## src/inc/icas_pkg.sv

```systemverilog
// package for the input clock alarm status block
package icas_pkg;
    // register byte addresses
    localparam logic [7:0] ICAS_ADDR_TIMEOUT = 8'h08;
    localparam logic [7:0] ICAS_ADDR_MONCTL = 8'h09;
    localparam logic [7:0] ICAS_ADDR_STS34 = 8'h44;
    localparam logic [7:0] ICAS_ADDR_IRQ_STS = 8'h60;
    localparam logic [7:0] ICAS_ADDR_IRQ_CLR = 8'h61;
    localparam logic [7:0] ICAS_ADDR_IRQ_EN = 8'h62;
    // field positions
    localparam int ICAS_AUTOCLR_EN_BIT = 5;
    localparam int ICAS_TOVAL_LSB = 0;
    localparam int ICAS_TOVAL_W = 6;
    localparam int ICAS_MULT_LSB = 6;
    localparam int ICAS_MULT_W = 2;
    localparam int ICAS_FREQ_BIT = 2;
    localparam int ICAS_NOACT_BIT = 1;
    localparam int ICAS_PHASE_BIT = 0;
    localparam int ICAS_INPUT_STRIDE = 4;
    localparam int ICAS_NUM_INPUTS = 2;
    // reset values
    localparam logic [7:0] ICAS_TIMEOUT_RESET = 8'h00;
    localparam logic [7:0] ICAS_MONCTL_RESET = 8'h00;
    localparam logic [7:0] ICAS_IRQ_EN_RESET = 8'h00;
    localparam logic ICAS_NOACT_RESET = 1'b1;
    localparam logic ICAS_FREQ_RESET = 1'b1;
    localparam logic ICAS_PHASE_RESET = 1'b0;
    // timing: one second at 50 MHz
    localparam int ICAS_CLK_HZ = 50000000;
    localparam int ICAS_SECOND_S = 1;
    localparam int ICAS_SECOND_CYCLES = ICAS_CLK_HZ * ICAS_SECOND_S;
    // one input's alarm levels from the detectors
    typedef struct packed {
        logic freq_hard;
        logic no_activity;
        logic phase_lock;
    } icas_alarm_type;
    // register bus request
    typedef struct packed {
        logic [7:0] addr;
        logic [7:0] wdata;
        logic wr;
        logic rd;
    } icas_bus_type;
endpackage : icas_pkg

```

## src/rtl/icas_phase_timer.sv

```systemverilog
// per-input phase-lock alarm latch with timed automatic clear
`timescale 1ns/1ps
module icas_phase_timer
    import icas_pkg::*;
(
    // clock and reset
    input wire logic clk,
    input wire logic rst,
    // control
    input wire logic second_tick,
    input wire logic raise,
    input wire logic sw_clear,
    input wire logic autoclr_en,
    input wire logic [7:0] limit_seconds,
    // state
    output logic alarm
);
    logic [7:0] elapsed;

    // alarm latch: raise wins over clears
    always_ff @(posedge clk or posedge rst) begin
        if (rst) begin
            alarm <= ICAS_PHASE_RESET;
        end else if (raise) begin
            alarm <= 1'b1;
        end else if (!autoclr_en && sw_clear) begin
            alarm <= 1'b0;
        end else if (autoclr_en && alarm && elapsed >= limit_seconds) begin
            alarm <= 1'b0;
        end
    end

    // seconds elapsed since the alarm was raised
    always_ff @(posedge clk or posedge rst) begin
        if (rst) begin
            elapsed <= 8'h00;
        end else if (raise && !alarm) begin
            elapsed <= 8'h00;
        end else if (alarm && second_tick && elapsed != 8'hFF) begin
            elapsed <= elapsed + 8'h01;
        end
    end
endmodule : icas_phase_timer

```

## src/rtl/icas_status.sv

```systemverilog
// input clock 3/4 alarm status register bank
//
// Function
// - each input shows a no-activity alarm bit, one while alarmed, resets to one.
// - each input shows a frequency hard alarm bit, one while alarmed, resets one.
// - each input shows a phase-lock alarm bit, set on alarm, resets to zero.
// - with auto-clear disabled, phase-lock alarm clears only by software writing one.
// - with auto-clear enabled, phase alarm clears after value times multiplier seconds.
// - status register 44H holds input 3 in bits 2..0, input 4 in 6..4.
`timescale 1ns/1ps
module icas_status
    import icas_pkg::*;
#(
    parameter int SECOND_CYCLES = ICAS_SECOND_CYCLES
)
(
    // clock and reset
    input wire logic clk,
    input wire logic rst,
    // register port
    input wire logic [7:0] addr,
    input wire logic [7:0] wdata,
    input wire logic wr,
    input wire logic rd,
    output logic [7:0] rdata,
    // alarm detector levels, asynchronous to clk
    input wire icas_alarm_type [ICAS_NUM_INPUTS-1:0] alarm_in,
    // interrupt
    output logic irq
);
    icas_bus_type bus;
    icas_alarm_type [ICAS_NUM_INPUTS-1:0] sync1;
    icas_alarm_type [ICAS_NUM_INPUTS-1:0] sync2;
    icas_alarm_type [ICAS_NUM_INPUTS-1:0] prev;
    logic [ICAS_NUM_INPUTS-1:0] noact;
    logic [ICAS_NUM_INPUTS-1:0] freq;
    logic [ICAS_NUM_INPUTS-1:0] phase;
    logic [7:0] timeout_reg;
    logic [7:0] monctl_reg;
    logic [7:0] irq_sts;
    logic [7:0] irq_en;
    logic [7:0] next_irq_sts;
    logic [7:0] sts34;
    logic [31:0] sec_cnt;
    logic second_tick;
    logic [7:0] limit_seconds;

    // detector levels assumed at reset: level alarms set, phase alarm clear
    localparam icas_alarm_type ALARM_RESET = '{
        freq_hard: ICAS_FREQ_RESET,
        no_activity: ICAS_NOACT_RESET,
        phase_lock: ICAS_PHASE_RESET
    };

    assign bus = '{addr: addr, wdata: wdata, wr: wr, rd: rd};

    // write decode helper
    function automatic logic wr_hit(input icas_bus_type b, input logic [7:0] a);
        return b.wr && (b.addr == a);
    endfunction : wr_hit

    // two-stage synchroniser for detector levels; resets to the alarm reset
    // levels so the status bits hold their reset value and no false edge follows
    always_ff @(posedge clk or posedge rst) begin
        if (rst) begin
            sync1 <= {ICAS_NUM_INPUTS{ALARM_RESET}};
            sync2 <= {ICAS_NUM_INPUTS{ALARM_RESET}};
            prev <= {ICAS_NUM_INPUTS{ALARM_RESET}};
        end else begin
            sync1 <= alarm_in;
            sync2 <= sync1;
            prev <= sync2;
        end
    end

    // configuration registers
    always_ff @(posedge clk or posedge rst) begin
        if (rst) begin
            timeout_reg <= ICAS_TIMEOUT_RESET;
            monctl_reg <= ICAS_MONCTL_RESET;
            irq_en <= ICAS_IRQ_EN_RESET;
        end else begin
            if (wr_hit(bus, ICAS_ADDR_TIMEOUT)) timeout_reg <= bus.wdata;
            if (wr_hit(bus, ICAS_ADDR_MONCTL)) monctl_reg <= bus.wdata;
            if (wr_hit(bus, ICAS_ADDR_IRQ_EN)) irq_en <= bus.wdata;
        end
    end

    // one-second enable pulse
    always_ff @(posedge clk or posedge rst) begin
        if (rst) begin
            sec_cnt <= 32'h0;
            second_tick <= 1'b0;
        end else if (sec_cnt == 32'(SECOND_CYCLES - 1)) begin
            sec_cnt <= 32'h0;
            second_tick <= 1'b1;
        end else begin
            sec_cnt <= sec_cnt + 32'h1;
            second_tick <= 1'b0;
        end
    end

    // delay is value times multiplier in seconds
    // both factors widened first so the product keeps all eight bits
    assign limit_seconds = 8'(timeout_reg[ICAS_TOVAL_LSB +: ICAS_TOVAL_W])
        * 8'(timeout_reg[ICAS_MULT_LSB +: ICAS_MULT_W]);

    genvar gi;
    generate
        for (gi = 0; gi < ICAS_NUM_INPUTS; gi++) begin : g_in
            // level bits follow detectors, reset to one
            always_ff @(posedge clk or posedge rst) begin
                if (rst) begin
                    noact[gi] <= ICAS_NOACT_RESET;
                    freq[gi] <= ICAS_FREQ_RESET;
                end else begin
                    noact[gi] <= sync2[gi].no_activity;
                    freq[gi] <= sync2[gi].freq_hard;
                end
            end

            // phase latch, cleared by write-one when auto-clear off
            icas_phase_timer u_phase (
                .clk(clk),
                .rst(rst),
                .second_tick(second_tick),
                .raise(sync2[gi].phase_lock && !prev[gi].phase_lock),
                .sw_clear(wr_hit(bus, ICAS_ADDR_STS34)
                    && bus.wdata[gi*ICAS_INPUT_STRIDE + ICAS_PHASE_BIT]),
                .autoclr_en(monctl_reg[ICAS_AUTOCLR_EN_BIT]),
                .limit_seconds(limit_seconds),
                .alarm(phase[gi])
            );
        end
    endgenerate

    // status layout with reserved bits zero
    always_comb begin
        sts34 = 8'h00;
        for (int i = 0; i < ICAS_NUM_INPUTS; i++) begin
            sts34[i*ICAS_INPUT_STRIDE + ICAS_FREQ_BIT] = freq[i];
            sts34[i*ICAS_INPUT_STRIDE + ICAS_NOACT_BIT] = noact[i];
            sts34[i*ICAS_INPUT_STRIDE + ICAS_PHASE_BIT] = phase[i];
        end
    end

    // interrupt events: rising alarm bits; set wins over clear
    always_comb begin
        next_irq_sts = irq_sts;
        if (wr_hit(bus, ICAS_ADDR_IRQ_CLR)) next_irq_sts = irq_sts & ~bus.wdata;
        for (int i = 0; i < ICAS_NUM_INPUTS; i++) begin
            if (sync2[i].freq_hard && !prev[i].freq_hard)
                next_irq_sts[i*ICAS_INPUT_STRIDE + ICAS_FREQ_BIT] = 1'b1;
            if (sync2[i].no_activity && !prev[i].no_activity)
                next_irq_sts[i*ICAS_INPUT_STRIDE + ICAS_NOACT_BIT] = 1'b1;
            if (sync2[i].phase_lock && !prev[i].phase_lock)
                next_irq_sts[i*ICAS_INPUT_STRIDE + ICAS_PHASE_BIT] = 1'b1;
        end
    end

    // interrupt status and output
    always_ff @(posedge clk or posedge rst) begin
        if (rst) begin
            irq_sts <= 8'h00;
            irq <= 1'b0;
        end else begin
            irq_sts <= next_irq_sts;
            irq <= |(next_irq_sts & irq_en);
        end
    end

    // read data, one cycle after the strobe; unmapped reads zero
    always_ff @(posedge clk or posedge rst) begin
        if (rst) begin
            rdata <= 8'h00;
        end else if (bus.rd) begin
            case (bus.addr)
                ICAS_ADDR_TIMEOUT: rdata <= timeout_reg;
                ICAS_ADDR_MONCTL: rdata <= monctl_reg;
                ICAS_ADDR_STS34: rdata <= sts34;
                ICAS_ADDR_IRQ_STS: rdata <= irq_sts;
                ICAS_ADDR_IRQ_EN: rdata <= irq_en;
                default: rdata <= 8'h00;
            endcase
        end else begin
            rdata <= 8'h00;
        end
    end
endmodule : icas_status

```

## config.mk

```make
export PLATFORM = sky130hd
export DESIGN_NAME = icas_status
export DESIGN_NICKNAME = d
export VERILOG_FILES = /design/src/inc/icas_pkg.sv /design/src/rtl/icas_phase_timer.sv /design/src/rtl/icas_status.sv
export SDC_FILE = /design/constraint.sdc
export NUM_CORES = 1
export LEC_CHECK = 0
export ABC_AREA = 1
export BUFFER_PORTS_ARGS = -buffer_cell sky130_fd_sc_hd__buf_4
export CORE_MARGIN = 1.5
export CORE_UTILIZATION = 50
export CTS_CLUSTER_SIZE = 14
export DETAILED_ROUTE_END_ITERATION = 7
export PLACE_DENSITY = 0.73
export SETUP_SLACK_MARGIN = 0.5
export SLEW_MARGIN = 10
export SYNTH_ARGS = -nofsm -noshare
export SYNTH_HDL_FRONTEND = slang
export SYNTH_SLANG_ARGS = --single-unit
```

## constraint.sdc

```tcl
create_clock -name clk -period 5.2 [get_ports clk]
set_input_delay 0.78 -clock clk [delete_from_list [all_inputs] [get_ports clk]]
set_output_delay 0.78 -clock clk [all_outputs]
set_load 0.01 [all_outputs]
```

Yosys cells after proc, flatten, opt, wreduce, memory -nomap -nowiden
Cells that the tools add are included.
{"block": "totals", "register_bits": 110, "wordCells": 108, "out_inout_bits": 9, "in_bits": 26}
{"block": "op_classes", "n_mux": 21, "addsub": 3, "n_eq_ne": 9, "n_mul": 1, "n_bitwise": 3, "order_cmp": 2, "n_reduce_logical": 39}
{"cell": "$mux 8", "count": 6}
{"cell": "$pmux 8 s5", "count": 1}
{"cell": "$add 32x1->32 const B", "count": 1}
{"cell": "$eq 32x26->1 const B", "count": 1}
{"cell": "$eq 8x7->1 const B", "count": 4}
{"cell": "$mux 32", "count": 1}
{"cell": "$logic_and 1x1->1", "count": 25}
{"cell": "$add 8x1->8 const B", "count": 2}
{"cell": "$and 8x8->8", "count": 2}
{"cell": "$eq 8x4->1 const B", "count": 2}
{"cell": "$ge 8x8->1", "count": 2}
{"cell": "$ne 8x8->1 const B", "count": 2}
{"cell": "$mux 1", "count": 13}
{"cell": "$logic_not 1->1", "count": 9}
{"cell": "$mul 6x2->8", "count": 1}
{"cell": "$not 8->8", "count": 1}
{"cell": "$reduce_or 8->1", "count": 1}
{"cell": "$reduce_bool 3->1", "count": 2}
{"cell": "$reduce_bool 2->1", "count": 2}

Longest topological paths before layout
Gate-level depths: netlist of run 1.
{"block": "depth", "word_depth": 6, "mapped_depth": 19, "mapped_depth_nobuf": 18}

Modules after synthesis
Synthesis of run 1 repeated with hierarchy kept, for this count alone.
{"block": "unflattened", "hier_cells": 814, "area_unflattened_um2": 6329.8}
{"module": "icas_status", "area_per_inst_um2": 4765.8, "instances": 1, "cells_each": 578, "seq_area_each_um2": 2317.2}
{"module": "icas_phase_timer", "area_per_inst_um2": 782.0, "instances": 2, "cells_each": 118, "seq_area_each_um2": 225.2}

Worst setup path before layout of run 1
Ideal clock, no wire load.
{"block": "synth_timing", "path_type": "reg-to-reg", "from": "register timeout_reg[7]", "to": "register g_in[1].u_phase.alarm", "setup_ns": 0.065, "path_stages_with_launch": 19, "required_time_ns": 5.135, "path_slack_ns": 2.803, "synth_period_minus_slack_ns": 2.397, "n_path_buf": 1, "arrival_ns": 2.332, "path_cell_list": "dfrtp_1 clkbuf_1 nand2_1 inv_1 ha_1 fa_1 nand3_1 nand2_1 nand2_1 inv_1 o21ai_0 ha_1 o21ai_0 nor2_1 nand2_1 nand2_1 nand2_1 nand2_1 nand2_1"}
{"block": "synth_via", "elab_chain_cells": 4}
{"item": "from (decl)", "line_no": "icas_status.sv:38", "text": "logic [7:0] timeout_reg;"}
{"item": "from (signal assigned)", "line_no": "icas_status.sv:83", "text": "if (wr_hit(bus, ICAS_ADDR_TIMEOUT)) timeout_reg <= bus.wdata;"}
{"item": "$mul 6x2->8", "line_no": "icas_status.sv:106", "text": "* 8'(timeout_reg[ICAS_MULT_LSB +: ICAS_MULT_W]);"}
{"item": "$ge 8x8->1", "line_no": "icas_phase_timer.sv:28", "text": "end else if (autoclr_en && alarm && elapsed >= limit_seconds) begin"}
{"item": "$logic_and 1x1->1", "line_no": "icas_phase_timer.sv:28"}
{"item": "$reduce_bool 3->1 (no source line)"}
{"item": "to (signal assigned)", "line_no": "icas_phase_timer.sv:25", "text": "alarm <= 1'b1;"}
{"item": "to (signal assigned)", "line_no": "icas_phase_timer.sv:27", "text": "alarm <= 1'b0;"}
{"item": "to (signal assigned)", "line_no": "icas_phase_timer.sv:29", "text": "alarm <= 1'b0;"}
{"item": "to (decl)", "line_no": "icas_phase_timer.sv:16", "text": "output logic alarm"}
Every way passes these cells.
A chain may end at the register's enable or synchronous reset.

Final worst setup path of run 1
{"block": "layout_timing", "from": "register timeout_reg[7]", "to": "register g_in[0].u_phase.alarm"}
{"block": "layout_via", "elab_chain_cells": 4}
{"item": "$mul 6x2->8", "line_no": "icas_status.sv:106"}
{"item": "$ge 8x8->1", "line_no": "icas_phase_timer.sv:28"}
{"item": "$logic_and 1x1->1", "line_no": "icas_phase_timer.sv:28"}
{"item": "$reduce_bool 3->1 (no source line)"}
{"item": "to (signal assigned)", "line_no": "icas_phase_timer.sv:25"}
{"item": "to (signal assigned)", "line_no": "icas_phase_timer.sv:27"}
{"item": "to (signal assigned)", "line_no": "icas_phase_timer.sv:29"}
{"item": "to (decl)", "line_no": "icas_phase_timer.sv:16"}
Every way passes these cells.

==> results of run 1 <==
-- through the flow --
step                cell area, um2  worst slack [ns]
floorplan                     5860              1.54
global placement              6270              2.73
detailed placement            6270              2.58
CTS                           6580              2.52
global route                  6580              2.33
finish                        6580              2.52
-- cell families after synthesis --
family          share of synthesized area (%)
fa+ha+maj                                4.61
simple gates                             26.9
buf+inv                                  9.44
xor+xnor                                 3.29
compound gates                           8.56
flops                                    47.2
-- cell usage after synthesis (all sizes together), types with 12 or more instances --
master / count / area share, %
nand3: 42 / 3.8
nor3: 35 / 3.7
inv: 134 / 8.6
nand4: 20 / 2.2
dfrtp: 98 / 42
a21oi: 26 / 2.2
nand2: 180 / 12
o21ai: 48 / 4.1
ha: 20 / 4.3
nor2: 45 / 3.3
dfstp: 12 / 5.4
xor2: 15 / 2.2
-- final cells by class --
type / count / area, um2
Clock buffer: 9 / 225
Clock inverter: 7 / 83.8
Fill cell: 1047 / 4840
Inverter: 135 / 509
Multi-Input combinational cell: 475 / 2540
Sequential cell: 110 / 2770
Tap cell: 143 / 179
Timing Repair Buffer: 36 / 270
-- routing by layer --
layer  GRT usage [%]  vias to the layer above
li1                -                     2429
met1            30.0                     2403
met2            39.7                      105
met3            4.92                       24
met4            6.33                        0
met5               0                        -
-- critical path: stages (launching register included) --
cell,delay [ns]
dfrtp_1,0.47
nand2_1,0.10
inv_1,0.04
ha_1,0.24
fa_1,0.41
nand3_1,0.14
nand2_1,0.09
nand2_1,0.11
inv_1,0.04
o21ai_0,0.28
ha_1,0.30
o21ai_0,0.08
nor2_1,0.07
nand2_1,0.05
nand2_1,0.05
nand2_1,0.05
nand2_1,0.05
nand2_1,0.05
-- worst paths after layout --
check / slack, ns / endpoint / cells past startpoint
max: 2.52 / g_in[0].u_phase.alarm / 17
min: 0.35 / sync2[3] / 0
max reg2reg: 2.52 / g_in[0].u_phase.alarm / 17
min reg2reg: 0.35 / sync2[3] / 0
max in group asynchronous: 3.55 / g_in[1].u_phase.elapsed[6] / 3
min in group asynchronous: 0.62 / sync1[0] / 2
-- power groups by stage --
stage               logic (mW)  clock network, mW  registers (mW)
global route            0.0956              0.751           0.898
finish                  0.0837              0.708           0.896
floorplan               0.0475                  0           0.906
CTS                     0.0850              0.722           0.895
detailed placement      0.0843                  0           0.911
global placement        0.0826                  0           0.911
==> results.yml, run 1 <==
layout:
  layout_common_cells: "nand2_1 (177), inv_1 (130), dfrtp_1 (98)"
  final_util_pct: 57.6
  largest_register_ff_count: 32
  regMostFlops: "sec_cnt"
  syn_to_final_growth_pct: 12.2
  final_nets: 814
  largestRegisters: "sec_cnt (32), g_in.u_phase.elapsed (16)"
  drive_above_1_share_pct: 11.8
  stdcell_count: 915
  insertedDiodeCount: 0
  final_common_cell: "nand2_1"
timing:
  tns_ns: 0
  fin_hold_ws_ns: 0.353
  relSlewSlack_pct: 36.8
  post-route-min-period_ns: 2.68
  hold_violations: 0
  fmax_mhz: 373
  report.final.slew_viol_count: 0
  rsz0062_at_grt: "false"
  finClkSkew_ns: 0.0113
  period_share_pct: 51.5
  setup_violations: 0
  worst_pin_slew_ns: 0.948
floorplan:
  die_h_um: 111
  initial_utilization_pct: 51.3
  die_area_um2: 12400
  ios: 35
  core_area_um2: 11400
  rows: 39
  die_x_um: 111
drt:
  drt_iter0_drc: 383
  drc: 0
  dr.pass1.iters: 4
  wl_met1_mm: 6.10
  wirelength_mm: 13.6
  avgViaCountPerCell: 5.42
  wl_met3_um: 592
  num_vias: 4961
  routed-wl-met2_mm: 6.74
  drtAntennaViolNets: 0
  detail_route.wl_per_cell_um: 14.9
  top_layer_used: "met4"
synth:
  synth_cell_types: 43
  synth_edf_count: 0
  synth_warnings: 0
  syn_nets: 774
  synth-main-ff-cell: "dfrtp_1"
  postSynthCellCount: 727
  synth-seq-area-share_pct: 47.2
  avgSynthCellArea_um2: 8.06
  synthesis.area_um2: 5860
  ys_async_sr_fraction_pct: 100
  ys_ff_latch: 110
cts:
  cts_inserted_buffers: 9
  clkTransAtPathRegs_ns: 0.08
  post-cts-setup-buffers: 0
  insertion_delay_ns: 0.36
  cts_hold_buf: 0
  ctsResizeCount: 0
  clock-root-buffer: "clkbuf_16"
  clk_path_buf_depth: 2
  cts_sinks: 110
  cts_tree: "done"
  htreeDepth: 3
setup_path:
  worstPathArrival_ns: 2.97
  cp-start-kind: "register"
  critical_path.startpoint: "timeout_reg[7]"
  cp-end-kind: "register"
  critical_path_class: "reg -> reg"
  cp_data_required_time_ns: 5.50
  cp_max_fo: 8
  worst_r2r_startpoint: "timeout_reg[7]"
power_and_ir_drop:
  powerDensity_nw_per_um2: 257
  leakage_nw: 3.26
  seq_power_share_pct: 53.1
  fin_total_pwr_mw: 1.69
  power_frac_comb_pct: 5.0
  p_clk_share_pct: 42.0
  netSwitchingFraction_pct: 25.5
  peakVddDrop_mv: 0.233
  power_switching_mw: 0.431
  p_int_mw: 1.26
placed_design:
  hpwlAfterDp_mm: 10.1
  io_buffers: 34
  dp.cells: 899
  gp_congestion: 0.917
worst_hold_path:
  hp-class: "reg -> reg"
  hp-start: "sync1[3]"
grt:
  grt_max_degree: 80
  antenna_found_initial: 0
  grt_pass1_vias: 4936
  track_usage_pct: 23.2
  grt_pass1_wl_mm: 23.3
  overflow: 0
job:
  maxCapViolCount: 0
run_status:
  status: "finished, final reports clean"
Note: power is estimated with default switching activity, not from simulation.
==> run 2: changes to the inputs <==
==> constraint.sdc (replaced) <==
create_clock -name clk -period 2.6 [get_ports clk]
set_input_delay 0.39 -clock clk [delete_from_list [all_inputs] [get_ports clk]]
set_output_delay 0.39 -clock clk [all_outputs]
set_load 0.01 [all_outputs]
==> run 2 against run 1 <==
Maximum frequency is 20% higher. Routed wire length increased by 1.4%. Global-route usage is 0.25 points lower. Non-clock buffer count increased by 14. Clock power increased by 91%. Sequential share of layout area down 1.4 points. Clock skew shrank 0.0017 ns. Register-to-register slack worse by 2.2 ns. Cell count rose by 1.5%. Design area is 3.5% higher. Worst setup slack got worse by 2.2 ns. Largest power group unchanged.
==> results.yml, run 2 (synthesized netlist as in run 1, its figures left out) <==
timing:
  finClkSkew_ns: 0.00962
  report.final.slew_viol_count: 0
  relSlewSlack_pct: 53.1
  fmax_mhz: 448
  setup_violations: 0
  period_share_pct: 85.9
  worst_pin_slew_ns: 0.702
  rsz0062_at_grt: "true"
  hold_violations: 0
  tns_ns: 0
  post-route-min-period_ns: 2.23
layout:
  largest_register_ff_count: 32
  insertedDiodeCount: 0
  final_util_pct: 59.6
  largestRegisters: "sec_cnt (32), g_in.u_phase.elapsed (16)"
  syn_to_final_growth_pct: 16.1
  layout_common_cells: "nand2_1 (171), inv_1 (126), dfrtp_1 (95)"
  final_nets: 828
  fillers: 1019
  final_common_cell: "nand2_1"
  regMostFlops: "sec_cnt"
  stdcell_count: 929
  drive_above_1_share_pct: 16.7
setup_path:
  cp-start-kind: "register"
  cp_data_required_time_ns: 2.85
  critical_path_class: "reg -> reg"
  worstPathArrival_ns: 2.48
  critical_path.startpoint: "timeout_reg[6]"
  worst_r2r_startpoint: "timeout_reg[6]"
  cp_max_fo: 5
  cp-end-kind: "register"
floorplan:
  die_x_um: 111
  ios: 35
  initial_utilization_pct: 51.3
  rows: 39
  core_area_um2: 11400
  die_area_um2: 12400
  die_h_um: 111
cts:
  cts_hold_buf: 0
  cts_sinks: 110
  cts_tree: "done"
  clkTransAtPathRegs_ns: 0.08
  insertion_delay_ns: 0.36
  htreeDepth: 3
  clk_path_buf_depth: 2
  clock-root-buffer: "clkbuf_16"
  cts_inserted_buffers: 9
drt:
  drc: 0
  dr.pass1.iters: 6
  detail_route.wl_per_cell_um: 14.9
  avgViaCountPerCell: 5.38
  num_vias: 4999
  drt_iter0_drc: 419
  wirelength_mm: 13.8
  drtAntennaViolNets: 0
power_and_ir_drop:
  powerDensity_nw_per_um2: 488
  peakVddDrop_mv: 0.503
  fin_total_pwr_mw: 3.32
  leakage_nw: 3.30
grt:
  grt_pass1_vias: 4844
  track_usage_pct: 23.0
  grt_max_degree: 63
  overflow: 0
  grt_pass1_wl_mm: 22.9
  antenna_found_initial: 0
placed_design:
  dp.cells: 900
  io_buffers: 34
  hpwlAfterDp_mm: 10.3
  gp_congestion: 0.933
run_status:
  status: "finished, final reports clean"
worst_hold_path:
  hp-class: "in -> async"
job:
  maxCapViolCount: 0
-- run 2: cell count changes in the layout (fill, tap and decap cells not counted), sizes merged --
cell,previous run,this run
buf,36,50
inv,139,137
clkbuf,9,10
clkinvlp,0,1
-- run 2: final timing paths --
kind                                               to  slack [ns]  depth (start not counted)
worst max-delay path            g_in[1].u_phase.alarm        0.37                         17
worst min-delay path                      sec_cnt[18]        0.14                          2
worst max register to register  g_in[1].u_phase.alarm        0.37                         17
worst min register to register               sync2[0]        0.36                          0
max in group asynchronous                     freq[1]        1.69                          3
min in group clk                             sync1[4]        0.14                          1
-- run 2: layer usage --
layer	track usage (%)	up-vias	share of wire [%]
met4	10.5	0	2.9
met2	36.1	164	47
met5	0	-	0
li1	-	2456	-
met3	6.07	28	6.6
met1	29.9	2351	43
-- run 2: worst max-delay path, cell delays in order, from the launching register on --
cell     delay (ns)
dfrtp_2        0.44
nand2_2        0.07
inv_2          0.05
ha_4           0.16
fa_2           0.52
inv_2          0.05
ha_1           0.26
nand2_1        0.05
nand2_1        0.06
nand2_1        0.04
nand2_1        0.05
nand2_1        0.05
nand3_2        0.06
nand2_1        0.06
nand2_1        0.06
nand2_1        0.05
nand2_1        0.06
nand2_1        0.04
-- run 2: repair_timing --
item | CTS | global route
setup buffers | 6 | 7
resized for setup | 6 | 20
setup endpoints to repair | 2 | 4
pin swaps | 7 | 22
-- run 2: layout make-up --
class                      count  area, um2  share of cell area, %
sequential                   110       2770                   40.7
multi-input combinational    475       2670                   39.2
inverter                     135        510                   7.50
timing repair buffer          50        388                   5.70
clock buffer                  10        229                   3.36
tap                          143        179                   2.63
clock inverter                 6       62.6                  0.919
-- run 2: power breakdown --
part	switching, mW	internal [mW]
combinational	0.113	0.0704
clock	0.672	0.678
sequential	0.0309	1.76
-- run 2: metrics by stage --
stage / area, um2 / hold slack (ns) / worst slack (ns)
floorplan: 5900 / 0.331 / 0.426
global placement: 6300 / 0.333 / 0.348
detailed placement: 6300 / 0.340 / 0.241
CTS: 6650 / 0.124 / 0.335
global route: 6810 / 0.118 / 0.209
finish: 6810 / 0.137 / 0.367
